### src/cfg_defs.svh
// Constants for the indexed configuration GPIO port and its host controller
`ifndef CFG_DEFS_SVH
`define CFG_DEFS_SVH

`define IDX_PORT_BASE   16'h002E
`define IDX_PORT_ALT    16'h004E
`define DATA_PORT_BASE  16'h002F
`define DATA_PORT_ALT   16'h004F

`define KEY_ENTER       8'h87
`define KEY_EXIT        8'hAA
`define IDX_LDN         8'h07
`define LDN_GPIO        8'h07
`define IDX_DIR         8'hF0
`define IDX_DATA        8'hF1
`define IDX_POL         8'hF2

`define DIR_RST         8'hFF
`define DATA_RST        8'h00
`define POL_RST         8'h00
`define IDX_RST         8'h00
`define LDN_RST         8'h00
`define BYTE_ZERO       8'h00
`define BYTE_ONES       8'hFF
`define PORT_IDLE       16'h0000

`define APB_CMD         8'h00
`define APB_STATUS      8'h04
`define APB_CONFIG      8'h08
`define CMD_OP_LSB      0
`define CMD_OP_MSB      1
`define CMD_IDX_LSB     8
`define CMD_IDX_MSB     15
`define CMD_VAL_LSB     16
`define CMD_VAL_MSB     23
`define STAT_BUSY       0
`define STAT_RD_LSB     8
`define STAT_RD_MSB     15
`define CONF_ALT        0
`define STEP_RST        2'h0
`define STEP_LDN_SEL    2'h1
`define STEP_IDX        2'h2
`define STEP_DATA       2'h3

`endif

### src/cfg_pkg.sv
// Types shared by the configuration port device and host
package cfg_pkg;

	typedef enum logic [1:0] {
		OP_UNLOCK,
		OP_LOCK,
		OP_WRITE,
		OP_READ
	} host_op_t;

	typedef enum logic [1:0] {
		H_IDLE,
		H_ISSUE,
		H_WAIT
	} host_state_t;

	typedef struct packed {
		logic       wr;
		logic       data_port;
		logic [7:0] val;
		logic       last;
	} step_t;

endpackage

### src/cfg_io_if.sv
// Host I/O cycle carrier between configuration controller and GPIO device
`timescale 1ns/10ps
interface cfg_io_if;
	logic [15:0] io_addr;
	logic        io_wr;
	logic        io_rd;
	logic [7:0]  io_wdata;
	logic [7:0]  io_rdata;
	logic        io_ack;

	modport device (
		input  io_addr,
		input  io_wr,
		input  io_rd,
		input  io_wdata,
		output io_rdata,
		output io_ack
	);

	modport host (
		output io_addr,
		output io_wr,
		output io_rd,
		output io_wdata,
		input  io_rdata,
		input  io_ack
	);
endinterface

### src/gpio_cfg_device.sv
// GPIO logical device behind an index/data configuration port pair
// Function
// - Direction bit one is input, resets ones
// - Output pin data bits read/write, reset zero
// - Input pin data bits read pin, unwritable
// - Polarity bit inverts both directions, resets zero
// - Index port write-only at 2Eh or 4Eh
// - Data port read/write at 2Fh or 4Fh
// - Two successive 87h index writes unlock
// - Index 07h, value 07h selects GPIO device
// - Indices F0/F1/F2 reach direction, data, polarity
// - AAh to index relocks until new key
`timescale 1ns/10ps
`include "cfg_defs.svh"
module gpio_cfg_device (
	// Clock and reset
	input  wire logic  ref_clk,
	input  wire logic  sys_rst,
	// Port base select, high picks 4Eh/4Fh
	input  wire logic  use_alt_base,
	// Host I/O cycles
	cfg_io_if.device   io,
	// GPIO pins
	input  wire logic [7:0] pin_in,
	output logic [7:0]      pin_out,
	output logic [7:0]      pin_oe
);
	import cfg_pkg::*;

	logic [7:0] pin_meta_r;
	logic [7:0] pin_sync_r;
	logic       unlocked_r;
	logic       unlocked_nxt;
	logic       key_seen_r;
	logic       key_seen_nxt;
	logic [7:0] index_r;
	logic [7:0] index_nxt;
	logic [7:0] ldn_r;
	logic [7:0] ldn_nxt;
	logic [7:0] dir_r;
	logic [7:0] dir_nxt;
	logic [7:0] data_r;
	logic [7:0] data_nxt;
	logic [7:0] pol_r;
	logic [7:0] pol_nxt;
	logic [7:0] drive_r;
	logic [7:0] drive_nxt;
	logic [7:0] rdata_r;
	logic [7:0] rdata_nxt;
	logic       ack_r;
	logic       ack_nxt;
	logic       hit_index;
	logic       hit_data;
	logic       gpio_sel;
	logic [7:0] pin_view;
	logic [7:0] cfg_rd;
	logic [7:0] pin_meta_nxt;
	logic [7:0] pin_sync_nxt;
	logic [7:0] data_rd_bits;
	logic [7:0] data_wr_bits;

	// Pin synchroniser, second stage only is read
	always_comb begin
		pin_meta_nxt = pin_in;
		pin_sync_nxt = pin_meta_r;
	end

	always_ff @(posedge ref_clk) begin
		if (sys_rst) begin
			pin_meta_r <= `BYTE_ZERO;
			pin_sync_r <= `BYTE_ZERO;
		end else begin
			pin_meta_r <= pin_meta_nxt;
			pin_sync_r <= pin_sync_nxt;
		end
	end

	always_comb begin
		hit_index = 1'b0;
		hit_data  = 1'b0;
		if (use_alt_base) begin
			hit_index = (io.io_addr == `IDX_PORT_ALT);
			hit_data  = (io.io_addr == `DATA_PORT_ALT);
		end else begin
			hit_index = (io.io_addr == `IDX_PORT_BASE);
			hit_data  = (io.io_addr == `DATA_PORT_BASE);
		end
	end

	assign gpio_sel = (ldn_r == `LDN_GPIO);

	// Pin level as seen through the polarity register
	assign pin_view = pin_sync_r ^ pol_r;

	// Per-pin data bit: stored value for outputs, pin level for inputs
	for (genvar g = 0; g < $bits(dir_r); g++) begin : pin_bit_g
		assign data_rd_bits[g] = dir_r[g] ? pin_view[g] : data_r[g];
		assign data_wr_bits[g] = dir_r[g] ? data_r[g] : io.io_wdata[g];
	end

	// Configuration register read mux
	always_comb begin
		cfg_rd = `BYTE_ZERO;
		if (index_r == `IDX_LDN) begin
			cfg_rd = ldn_r;
		end else if (gpio_sel && index_r == `IDX_DIR) begin
			cfg_rd = dir_r;
		end else if (gpio_sel && index_r == `IDX_DATA) begin
			cfg_rd = data_rd_bits;
		end else if (gpio_sel && index_r == `IDX_POL) begin
			cfg_rd = pol_r;
		end
	end

	// Key sequence and index register
	always_comb begin
		unlocked_nxt = unlocked_r;
		key_seen_nxt = key_seen_r;
		index_nxt    = index_r;
		if (io.io_wr && hit_index) begin
			if (!unlocked_r) begin
				if (io.io_wdata == `KEY_ENTER) begin
					// Second key in a row opens the port
					unlocked_nxt = key_seen_r;
					key_seen_nxt = !key_seen_r;
				end else begin
					key_seen_nxt = 1'b0;
				end
			end else if (io.io_wdata == `KEY_EXIT) begin
				unlocked_nxt = 1'b0;
				key_seen_nxt = 1'b0;
			end else begin
				index_nxt = io.io_wdata;
			end
		end
	end

	always_ff @(posedge ref_clk) begin
		if (sys_rst) begin
			unlocked_r <= 1'b0;
			key_seen_r <= 1'b0;
			index_r    <= `IDX_RST;
		end else begin
			unlocked_r <= unlocked_nxt;
			key_seen_r <= key_seen_nxt;
			index_r    <= index_nxt;
		end
	end

	// Configuration registers behind the data port
	always_comb begin
		ldn_nxt  = ldn_r;
		dir_nxt  = dir_r;
		data_nxt = data_r;
		pol_nxt  = pol_r;
		if (io.io_wr && hit_data && unlocked_r) begin
			if (index_r == `IDX_LDN) begin
				ldn_nxt = io.io_wdata;
			end else if (gpio_sel && index_r == `IDX_DIR) begin
				dir_nxt = io.io_wdata;
			end else if (gpio_sel && index_r == `IDX_DATA) begin
				// Input bits keep their stored value
				data_nxt = data_wr_bits;
			end else if (gpio_sel && index_r == `IDX_POL) begin
				pol_nxt = io.io_wdata;
			end
		end
		drive_nxt = data_nxt ^ pol_nxt;
	end

	always_ff @(posedge ref_clk) begin
		if (sys_rst) begin
			ldn_r   <= `LDN_RST;
			dir_r   <= `DIR_RST;
			data_r  <= `DATA_RST;
			pol_r   <= `POL_RST;
			drive_r <= `DATA_RST;
		end else begin
			ldn_r   <= ldn_nxt;
			dir_r   <= dir_nxt;
			data_r  <= data_nxt;
			pol_r   <= pol_nxt;
			drive_r <= drive_nxt;
		end
	end

	// Host cycle answer
	always_comb begin
		ack_nxt   = io.io_wr | io.io_rd;
		rdata_nxt = rdata_r;
		if (io.io_rd) begin
			if (hit_data && unlocked_r) begin
				rdata_nxt = cfg_rd;
			end else begin
				// Index port and locked data port float high
				rdata_nxt = `BYTE_ONES;
			end
		end
	end

	always_ff @(posedge ref_clk) begin
		if (sys_rst) begin
			rdata_r <= `BYTE_ONES;
			ack_r   <= 1'b0;
		end else begin
			rdata_r <= rdata_nxt;
			ack_r   <= ack_nxt;
		end
	end

	assign pin_out     = drive_r;
	assign pin_oe      = ~dir_r;
	assign io.io_rdata = rdata_r;
	assign io.io_ack   = ack_r;

endmodule

### src/flat_wrapper.sv
// flat-port wrapper written by rule: the top's interface ports become plain ports
module gpio_cfg_device_flat import cfg_pkg::*;
  (ref_clk, sys_rst, use_alt_base, pin_in, pin_out, pin_oe, io_io_addr, io_io_wr, io_io_rd, io_io_wdata, io_io_rdata, io_io_ack);
  cfg_io_if io_i ();
  input  wire logic ref_clk;
  input  wire logic sys_rst;
  input  wire logic use_alt_base;
  input  wire logic [7:0] pin_in;
  output logic [7:0] pin_out;
  output logic [7:0] pin_oe;
  input wire logic [$bits(io_i.io_addr)-1:0] io_io_addr;
  input wire logic [$bits(io_i.io_wr)-1:0] io_io_wr;
  input wire logic [$bits(io_i.io_rd)-1:0] io_io_rd;
  input wire logic [$bits(io_i.io_wdata)-1:0] io_io_wdata;
  output wire logic [$bits(io_i.io_rdata)-1:0] io_io_rdata;
  output wire logic [$bits(io_i.io_ack)-1:0] io_io_ack;
  assign io_i.io_addr = io_io_addr;
  assign io_i.io_wr = io_io_wr;
  assign io_i.io_rd = io_io_rd;
  assign io_i.io_wdata = io_io_wdata;
  assign io_io_rdata = io_i.io_rdata;
  assign io_io_ack = io_i.io_ack;
  gpio_cfg_device u_core (.ref_clk(ref_clk), .sys_rst(sys_rst), .use_alt_base(use_alt_base), .io(io_i), .pin_in(pin_in), .pin_out(pin_out), .pin_oe(pin_oe));
endmodule
### config.mk
export PLATFORM = sky130hd
export DESIGN_NAME = gpio_cfg_device_flat
export DESIGN_NICKNAME = d
export VERILOG_FILES = /design/src/cfg_pkg.sv /design/src/cfg_io_if.sv /design/src/gpio_cfg_device.sv /design/src/flat_wrapper.sv
export VERILOG_INCLUDE_DIRS = /design/src
export SDC_FILE = /design/constraint.sdc
export NUM_CORES = 1
export LEC_CHECK = 0
export BUFFER_PORTS_ARGS = -buffer_cell sky130_fd_sc_hd__buf_4
export CAP_MARGIN = 20
export CORE_MARGIN = 2
export CORE_UTILIZATION = 55
export CTS_CLUSTER_DIAMETER = 200
export DETAILED_ROUTE_END_ITERATION = 12
export MAX_ROUTING_LAYER = met4
export PLACE_DENSITY = 0.78
export SYNTH_ARGS = -nofsm -noshare
export SYNTH_HDL_FRONTEND = slang
export SYNTH_SLANG_ARGS = --single-unit
### constraint.sdc
create_clock -name ref_clk -period 3.1 [get_ports ref_clk]
set_clock_uncertainty 0.05 [all_clocks]
set_input_delay 0.31 -clock ref_clk [delete_from_list [all_inputs] [get_ports ref_clk]]
set_output_delay 0.31 -clock ref_clk [all_outputs]
set_load 0.005 [all_outputs]
Word-level counts from Yosys, hierarchy flattened

Cells that the tools add are included.

Equality and inequality tests: 12
Mux-type cells: 38
Bitwise logic cells: 6
Reduce and logical (&&, ||, !) cells: 12

Operator list:

| kind                  | number |
|---|---|
| $mux W8               | 14 |
| $eq A8 B8 Y1 const B  | 5 |
| $eq A16 B6 Y1 const B | 2 |
| $eq A16 B7 Y1 const B | 2 |
| $mux W1               | 24 |
| $eq A8 B3 Y1 const B  | 2 |
| $xor A8 B8 Y8         | 2 |
| $not A8 Y8            | 1 |
| $logic_and A1 B1 Y1   | 7 |
| $reduce_and A3 Y1     | 2 |
| $reduce_and A2 Y1     | 2 |
| $ne A2 B2 Y1 const B  | 1 |
| $not A1 Y1            | 2 |
| $logic_not A1 Y1      | 1 |
| $or A1 B1 Y1          | 1 |

Bits of input ports: 37
Register bits after elaboration: 75

Depth between registers and ports, before layout

Gate-level depths: netlist of the first run.

Word-level depth: 8
Mapped depth: 7
Mapped depth without buffers: 5

Worst setup path after synthesis of the first run

Ideal clock, no wire load.

Kind: reg2reg
Start: register u_core.ldn_r[4]
End: register u_core.dir_r[4]
Buffers on the path: 2
Path slack: 0.693 ns
Cell stages (with the launch flop): 8
Period minus slack after synthesis: 2.407 ns
Arrival time: 2.235 ns
Path through: dfxtp_1 > or4_4 > or4_1 > buf_4 > nor3_4 > buf_6 > a21oi_1 > a311o_1

Longest elaborated chain between the ends: 3

RTL lines:

| element                              | RTL line               | text |
|---|---|---|
| start, declared                      | gpio_cfg_device.sv:38  | `logic [7:0] ldn_r;` |
| start signal, assigned               | gpio_cfg_device.sv:173 | `` ldn_r <= `LDN_RST; `` |
| start signal, assigned               | gpio_cfg_device.sv:179 | `ldn_r <= ldn_nxt;` |
| $eq A8 B3 Y1 (no source line)        | n/a                    |  |
| $logic_and A1 B1 Y1 (no source line) | n/a                    |  |
| $reduce_and A3 Y1 (no source line)   | n/a                    |  |
| end signal, assigned                 | gpio_cfg_device.sv:174 | `` dir_r <= `DIR_RST; `` |
| end signal, assigned                 | gpio_cfg_device.sv:180 | `dir_r <= dir_nxt;` |
| end, declared                        | gpio_cfg_device.sv:40  | `logic [7:0] dir_r;` |

No other way between the ends.
A chain may end at the register's enable or synchronous reset.

Worst setup path in the final report of the first run

Start: register u_core.index_r[4]
End: register u_core.dir_r[0]

Longest elaborated chain between the ends: 3
Elaborated cells on any way between the ends: 5
Classes of those cells: eq/ne: 2; bitwise: 1; reduce/logical: 2

RTL lines:

| element                                                                   | RTL line               | text |
|---|---|---|
| start, declared                                                           | gpio_cfg_device.sv:36  | `logic [7:0] index_r;` |
| start signal, assigned                                                    | gpio_cfg_device.sv:142 | `` index_r <= `IDX_RST; `` |
| start signal, assigned                                                    | gpio_cfg_device.sv:146 | `index_r <= index_nxt;` |
| $eq A8 B8 Y1 (no source line) / $eq A8 B3 Y1 (equally long branches)      | n/a                    |  |
| $logic_and A1 B1 Y1 (no source line) / $not A1 Y1 (equally long branches) | n/a                    |  |
| $reduce_and A3 Y1 (no source line) *                                      | n/a                    |  |

Every way passes the cells marked *; elsewhere a longest branch is shown, timed or not.

==> results of run 1 <==
[cell type report]
| class | count | area [µm²] | area share, % |
|---|---|---|---|
| Clock buffer | 10 | 138 | 3.17 |
| Clock inverter | 6 | 65.1 | 1.50 |
| Inverter | 8 | 30.0 | 0.692 |
| Multi-Input combinational cell | 300 | 1940 | 44.6 |
| Sequential cell | 75 | 1500 | 34.6 |
| Tap cell | 77 | 96.3 | 2.22 |
| Timing Repair Buffer | 73 | 573 | 13.2 |
[worst min-delay path by stage]
| stage | slack (ps) | startpoint | to | cells past startpoint |
|---|---|---|---|---|
| final | 110 | pin_in[1] | u_core.pin_meta_r[1] | 2 |
| after global routing | 110 | pin_in[7] | u_core.pin_meta_r[7] | 2 |
| after CTS | 110 | pin_in[1] | u_core.pin_meta_r[1] | 2 |
| after detailed placement | 370 | u_core.pin_meta_r[0] | u_core.pin_sync_r[0] | 1 |
| after global placement | 360 | u_core.pin_meta_r[1] | u_core.pin_sync_r[1] | 1 |
| after floorplan | 360 | u_core.pin_meta_r[0] | u_core.pin_sync_r[0] | 1 |
[kinds of logic (layout without fill, tap and decap cells)]
group                     Yosys count  in the layout
AOI/OAI and AO/OA                 100            100
xor gates and xnor gates           18             18
buffers and inverters              45             97
DFF                                75             75
muxes                              17             17
and+or+nand+nor                   165            165
[cell usage after synthesis (9+ instances only)]
| library cell | instances |
|---|---|
| sky130_fd_sc_hd__a21oi_1 | 33 |
| sky130_fd_sc_hd__a31oi_1 | 16 |
| sky130_fd_sc_hd__and2_1 | 11 |
| sky130_fd_sc_hd__and3_1 | 9 |
| sky130_fd_sc_hd__clkbuf_1 | 25 |
| sky130_fd_sc_hd__dfxtp_1 | 75 |
| sky130_fd_sc_hd__mux2i_1 | 17 |
| sky130_fd_sc_hd__nand2_1 | 12 |
| sky130_fd_sc_hd__nand3_1 | 11 |
| sky130_fd_sc_hd__nand4_1 | 17 |
| sky130_fd_sc_hd__nor2_1 | 39 |
| sky130_fd_sc_hd__nor2b_1 | 18 |
| sky130_fd_sc_hd__nor3_1 | 17 |
| sky130_fd_sc_hd__or4_1 | 10 |
| sky130_fd_sc_hd__xnor2_1 | 10 |
[layer usage]
| metal | vias to the layer above | track usage [%] | part of all wire (%) |
|---|---|---|---|
| met5 | - | - | 0 |
| met1 | 1690 | 36.3 | 43 |
| met3 | 33 | 5.54 | 6.2 |
| li1 | 1645 | - | - |
| met2 | 150 | 44.3 | 48 |
| met4 | 0 | 12.7 | 2.8 |
[through the flow]
stage / util, % / area, µm² / total power, µW / cells
2_1_floorplan: - / 3630 / 1040 / 420
3_3_place_gp: 65.2 / 4140 / 1090 / 533
3_5_place_dp: 65.2 / 4140 / 1090 / 533
4_1_cts: 68.4 / 4340 / 1840 / 549
5_1_grt: 68.4 / 4340 / 1890 / 549
6_report: 68.4 / 4340 / 1840 / 549
[sequential cells by signal, indices dropped and copies added, names as in the netlist]
name	count
u_core.data_r	8
u_core.io.io_ack	1
u_core.index_r	8
u_core.ldn_r	8
u_core.pin_meta_r	8
u_core.pin_out	8
u_core.pin_sync_r	8
u_core.pol_r	8
u_core.key_seen_r	1
u_core.unlocked_r	1
u_core.io.io_rdata	8
u_core.dir_r	8
[layout by cell type, fill, tap and decap left out, types with 4 or more instances in the layout]
| master | Yosys | layout |
|---|---|---|
| sky130_fd_sc_hd__nand4_1 | 17 | 17 |
| sky130_fd_sc_hd__inv_1 | 8 | 8 |
| sky130_fd_sc_hd__buf_4 | 3 | 71 |
| sky130_fd_sc_hd__and2_1 | 11 | 12 |
| sky130_fd_sc_hd__clkbuf_8 | 0 | 10 |
| sky130_fd_sc_hd__o31ai_1 | 8 | 8 |
| sky130_fd_sc_hd__nor2b_1 | 18 | 18 |
| sky130_fd_sc_hd__nand2_1 | 12 | 12 |
| sky130_fd_sc_hd__a31oi_1 | 16 | 16 |
| sky130_fd_sc_hd__nand3_1 | 11 | 11 |
| sky130_fd_sc_hd__nor3_1 | 17 | 17 |
| sky130_fd_sc_hd__o21ai_0 | 7 | 7 |
| sky130_fd_sc_hd__a21oi_1 | 33 | 33 |
| sky130_fd_sc_hd__a311o_1 | 8 | 8 |
| sky130_fd_sc_hd__or4_1 | 10 | 10 |
| sky130_fd_sc_hd__dfxtp_1 | 75 | 75 |
| sky130_fd_sc_hd__nand4b_1 | 5 | 5 |
| sky130_fd_sc_hd__o211ai_1 | 8 | 8 |
| sky130_fd_sc_hd__xor2_1 | 8 | 8 |
| sky130_fd_sc_hd__nor2_1 | 39 | 39 |
| sky130_fd_sc_hd__and3_1 | 9 | 9 |
| sky130_fd_sc_hd__o22ai_1 | 7 | 7 |
| sky130_fd_sc_hd__a221oi_1 | 8 | 8 |
| sky130_fd_sc_hd__xnor2_1 | 10 | 10 |
| sky130_fd_sc_hd__mux2i_1 | 17 | 17 |
| sky130_fd_sc_hd__nor4_1 | 5 | 4 |
[power by group]
part | leakage (µW) | internal (µW) | total [µW] | switching (µW)
Clock | 0.000102 | 393 | 766 | 373
Combinational | 0.000921 | 45.4 | 95.1 | 49.7
Sequential | 0.000608 | 973 | 977 | 3.71
Total | 0.00163 | 1410 | 1840 | 426
[worst max-delay path: stages, from the launching register on]
cell	delay (ps)
sky130_fd_sc_hd__dfxtp_1	370
sky130_fd_sc_hd__or4bb_1	560
sky130_fd_sc_hd__or4_1	690
sky130_fd_sc_hd__nor3_4	190
sky130_fd_sc_hd__buf_4	230
sky130_fd_sc_hd__a21oi_1	90
sky130_fd_sc_hd__a311o_1	310
==> implementation parameters, run 1 <==
Parameter                              Value

Run status
  Run status    completed

Critical path
  Crit path launch    u_core.index_r[4]
  Startpoint of the lowest-slack register-to-register path    u_core.index_r[4]
  Crit path capture    u_core.dir_r[0]
  Cells on worst reg2reg path    6
  Highest fanout seen on the critical path    15
  Sort of element at the end of the critical path    register
  Register-to-Register Setup Slack    480 ps
  Worst R2R End    u_core.dir_r[0]
  Startpoint Class    register
  Critical Path AT    2810 ps
  Critical path start-end classification    register to register
  Critical path data required time    3290 ps

Floorplan
  Vertical die dimension    85.2 µm
  Count of pins on the block boundary    62
  Die boundary width    85.2 µm
  CORE AREA    6350 µm²
  Die Outline Area    7260 µm²
  Placement row count    29
  Starting density of the core    57.1%

Layout
  Proportion of layout cells with a drive suffix above 1    20.1%
  NumNets Final    504
  Fill cell total of the finished layout    510
  Layout Area Growth over Synthesis    19.7%
  # diodes    0

CTS
  Clk root buf    sky130_fd_sc_hd__clkbuf_8
  CTS HTree Levels    3
  Worst-case clock buffer depth    2
  Clock latency on the worst-skew pair    350 ps
  Setup bufs post-CTS    0
  Clk slew on worst S/H paths    80 ps
  Post-cts repair resize count    0
  CTS tree    yes
  Number of hold-repair buffers added at the cts stage    0
  Cts bufs inserted    9
  Sinks on the clock net    75

Routing
  Detail-routed via count per cell    6.41
  Total number of vias    3518
  1st-pass router iterations    5
  Routed WL per cell    18.1 µm
  Routed Wire Length    9.94 mm
  DRC marker count from the first detailed-route iteration    362
  DRC violations left    0
  DRT antenna net count    0

STA
  Transition time at the pin with the least slew margin    647 ps
  Min Clock Period, post-route    2620 ps
  Worst hold margin    112 ps
  Unrepaired setup endpoints after global routing    no
  Final hold vios    0
  Setup_tns    0 ps
  Worst Setup Slack, final    482 ps
  Worst slew margin relative to its limit    56.8%
  Period Utilization, post-route    84.5%
  Number of setup violations in the final report    0
  Top achievable clock speed    382 MHz
  Max Slew Vio Count    0

Logic synthesis
  Post-synthesis share of cell area spent on xor and xnor gates    4.35%
  Top area cells in the synthesized netlist    sky130_fd_sc_hd__dfxtp_1 41%, sky130_fd_sc_hd__mux2i_1 4.7%, sky130_fd_sc_hd__a21oi_1 4.6%
  Number of enable flip-flop cells after synthesis    0
  Number of instances in the synthesized netlist    420
  Multiplexer share of the synthesized area    4.69%
  Netlist Area Pre-Place    3630 µm²
  Post-synthesis register bit count    75
  Post-synthesis adder-cell area fraction    0%
  Post-synth top area cell    sky130_fd_sc_hd__dfxtp_1
  Area fraction in compound gates after synthesis    18.7%
  Simple-gate area share of the yosys netlist    25.6%
  Yosys warnings    0
  Top-area cell type share of the netlist area    41.4%
  Main combinational cell family by area after synthesis    simple AND/OR/NAND/NOR gates
  Sequential cell area fraction in the yosys report    41.4%
  Async SR Flop Fraction    0%
  Number of distinct library cells after synthesis    43
  Post-Synthesis Mean Instance Area    8.64 µm²
  Synthesized Nets    457
  Most used flip-flop cell after synthesis    sky130_fd_sc_hd__dfxtp_1

Global routing
  Largest net degree at the start of global routing    44
  Overall overflow remaining after global route    0
  Overall track demand over capacity in global routing    28.6%
  Via count of the first global-routing pass    3231
  Global-route wire length before repair    15.8 mm
  Number of antenna violations at the first check in global routing    0

Placement
  Final HPWL from detailed placement    6.57 mm
  Global placer's final weighted congestion    0.865
  Worst slack, placed    460 ps
  Port Buffers    61

Worst hold path
  Class of the most critical hold timing path    input pin to register

Power
  Static leakage    0.00163 µW
  IR Drop Worst-Case VDD    0.283 mV
  Areal power density over the cells    423 nW/µm²

Job
  # Max-Cap Violations    0
No activity file was read; power rests on OpenSTA's default activity.
==> inputs of run 2 (changes only) <==
- ABC_AREA: default -> 1
- CORE_UTILIZATION: 55 -> 50
- PLACE_DENSITY: 0.78 -> 0.75
- clock period: 3.1 -> 2.4 ns (I/O delays scaled with it)
==> run 2 against run 1 <==
Non-clock buffer count is 8 lower. Clock power up 12%. Global-route usage decreased by 4.4 points. Worst hold slack got worse by 61 ps. Sequential power is 30% higher. Flip-flop and latch count is the same. Synthesized cell count up 19%. Fmax is 39% higher. Cell count up 21%. Sequential share of layout area is 0.34 points higher. Critical path type unchanged.
==> implementation parameters, run 2 <==
Parameter                              Value

Power
  Sequential fraction of design power    55.5%
  Static leakage    0.00198 µW
  Areal power density over the cells    532 nW/µm²
  Part of the power in combinational logic    6.9%
  Fraction of power spent switching nets    24.0%
  Part of the power in the clock network    37.6%
  Cell-internal power    1740 µW
  IR Drop Worst-Case VDD    0.337 mV
  Switching pwr    549 µW

Critical path
  Sort of element at the end of the critical path    register
  Critical path data required time    2590 ps
  Ordered list of cells on the worst path    nor2_1, nand3_1, nor2_4, nand2_4, nor2_8, nand2_1, nand2_1, nand2_1, nand2_1, nor2_1
  Cell mode on critical path    sky130_fd_sc_hd__nand2_1
  Startpoint Class    register
  Critical Path AT    2070 ps
  Highest fanout seen on the critical path    9
  Critical path start-end classification    register to register
  CP max stage delay    340 ps
  Crit path max-delay cell type    sky130_fd_sc_hd__dfxtp_1

CTS
  Cts bufs inserted    9
  Clk root buf    sky130_fd_sc_hd__clkbuf_8
  Setup bufs post-CTS    0
  CTS tree    yes
  Sinks on the clock net    75
  CTS HTree Levels    3
  Number of hold-repair buffers added at the cts stage    0
  Worst-case clock buffer depth    2
  Clock latency on the worst-skew pair    340 ps
  Post-cts repair resize count    0
  Clk slew on worst S/H paths    80 ps

STA
  Final hold vios    0
  Unrepaired setup endpoints after global routing    no
  Period Utilization, post-route    78.6%
  Worst Setup Slack, final    514 ps
  Min Clock Period, post-route    1890 ps
  Number of setup violations in the final report    0
  Transition time at the pin with the least slew margin    672 ps
  Worst slew margin relative to its limit    54.9%
  Max Slew Vio Count    0
  Top achievable clock speed    530 MHz
  Setup_tns    0 ps

Logic synthesis
  Number of enable flip-flop cells after synthesis    0
  Post-Synthesis Mean Instance Area    7.20 µm²
  Post-synth top area cell    sky130_fd_sc_hd__dfxtp_1
  Yosys warnings    0
  Netlist Area Pre-Place    3610 µm²
  Synthesized Nets    538
  Async SR Flop Fraction    0%
  Top-area cell type share of the netlist area    41.6%
  Number of instances in the synthesized netlist    501
  Sequential cell area fraction in the yosys report    41.6%
  Most frequently used cell type in the post-synthesis netlist    sky130_fd_sc_hd__nand2_1
  Most used flip-flop cell after synthesis    sky130_fd_sc_hd__dfxtp_1
  Post-synthesis register bit count    75
  Most frequent cells after synthesis    133 x sky130_fd_sc_hd__nand2_1, 75 x sky130_fd_sc_hd__dfxtp_1, 63 x sky130_fd_sc_hd__nor2_1
  Top area cells in the synthesized netlist    sky130_fd_sc_hd__dfxtp_1 42%, sky130_fd_sc_hd__nand2_1 14%, sky130_fd_sc_hd__nor2_1 6.6%
  Number of distinct library cells after synthesis    34

Placement
  Cell area reported after detailed placement    4130 µm²
  Global placer's final weighted congestion    0.908
  Port Buffers    61
  Worst slack, placed    535 ps
  Placed Cells incl. Taps    649
  Final HPWL from detailed placement    6.30 mm

Layout
  NumNets Final    601
  # diodes    0
  Layout Area Growth over Synthesis    19.1%
  Final cell utilization of the core    62.2%
  Proportion of layout cells with a drive suffix above 1    19.7%
  Most frequent cells in the layout    133 x sky130_fd_sc_hd__nand2_1, 75 x sky130_fd_sc_hd__dfxtp_1, 65 x sky130_fd_sc_hd__buf_4
  Fill cell total of the finished layout    648
  Most common cell after layout, fill and taps aside    sky130_fd_sc_hd__nand2_1
  Post-layout instance count excluding filler cells    664
  Final design instance area without fill    4300 µm²

Run status
  Run status    completed

Global routing
  Overall overflow remaining after global route    0
  Overall track demand over capacity in global routing    24.2%
  Number of antenna violations at the first check in global routing    0
  Largest net degree at the start of global routing    45
  Global-route wire length before repair    14.4 mm
  Via count of the first global-routing pass    3225

Floorplan
  Placement row count    30
  Die Outline Area    7910 µm²
  CORE AREA    6910 µm²
  Die boundary width    89.0 µm
  Count of pins on the block boundary    62
  Starting density of the core    52.2%
  Vertical die dimension    89.0 µm

Worst hold path
  Class of the most critical hold timing path    input pin to register

Routing
  1st-pass router iterations    5
  Routed Wire Length    8.66 mm
  DRT antenna net count    0
  Routed WL per cell    13.0 µm
  Detail-routed via count per cell    5.10
  DRC marker count from the first detailed-route iteration    184
  Total number of vias    3389
  DRC violations left    0

Job
  # Max-Cap Violations    0
-- run 2: cell count changes in the layout (fill, tap and decap cells not counted), moves of 16 or more --
| cell | delta |
|---|---|
| sky130_fd_sc_hd__a31oi_1 | -16 |
| sky130_fd_sc_hd__inv_1 | +52 |
| sky130_fd_sc_hd__nor2b_1 | -18 |
| sky130_fd_sc_hd__mux2i_1 | -17 |
| sky130_fd_sc_hd__nor2_1 | +24 |
| sky130_fd_sc_hd__nand2_1 | +121 |
-- run 2: layout make-up --
cell class              count  area, µm²  share of cell area [%]
clock inverters             3       23.8                   0.553
flip-flops and latches     75       1500                    34.9
clock buffers              12        145                    3.38
repair buffers             65        488                    11.4
inverters                  65        244                    5.68
multi-input cells         348       1780                    41.3
well taps                  96        120                    2.79
-- run 2: path summary, 6_finish.rpt --
| path | to | slack, ps | start | cells after the start |
|---|---|---|---|---|
| worst max-delay path | u_core.pin_out[3] | 510 | u_core.index_r[2] | 10 |
| worst max register to register | u_core.pin_out[3] | 510 | u_core.index_r[2] | 10 |
| worst min-delay path | u_core.pin_meta_r[7] | 50 | pin_in[7] | 3 |
| worst min register to register | u_core.pin_sync_r[0] | 350 | u_core.pin_meta_r[0] | 2 |
-- run 2: kinds of logic after synthesis --
family,synth area share (%)
AND/OR/NAND/NOR,35.5
buffers and inverters,9.15
flip-flops,41.6
AO/OA/AOI/OAI,11.8
XOR/XNOR,1.94
-- run 2: power groups by stage --
| stage | clock (µW) | combinational [µW] | sequential [µW] |
|---|---|---|---|
| 2_1_floorplan | 0 | 74.5 | 1300 |
| 3_3_place_gp | 0 | 155 | 1300 |
| 3_5_place_dp | 0 | 159 | 1300 |
| 4_1_cts | 873 | 160 | 1270 |
| 5_1_grt | 928 | 177 | 1270 |
| 6_report | 860 | 158 | 1270 |
-- run 2: through the flow --
stage               power, µW  hold WS, ps
global placement         1450          339
floorplan                1370          297
CTS                      2300         42.3
finish                   2290         51.8
detailed placement       1460          343
global route             2380         54.9
-- run 2: critical path: cells and delay by family (launching register included) --
family	cells	cell delay, ps
AND/OR/NAND/NOR	10	1370
flip-flops	1	340
-- run 2: layer usage --
metal / vias to the layer above / wire, µm / track usage, %
li1: 1725 / - / -
met1: 1550 / 4030 / 30.4
met2: 99 / 3960 / 38.5
met3: 15 / 469 / 5.26
met4: 0 / 195 / 8.82
met5: - / 0 / -
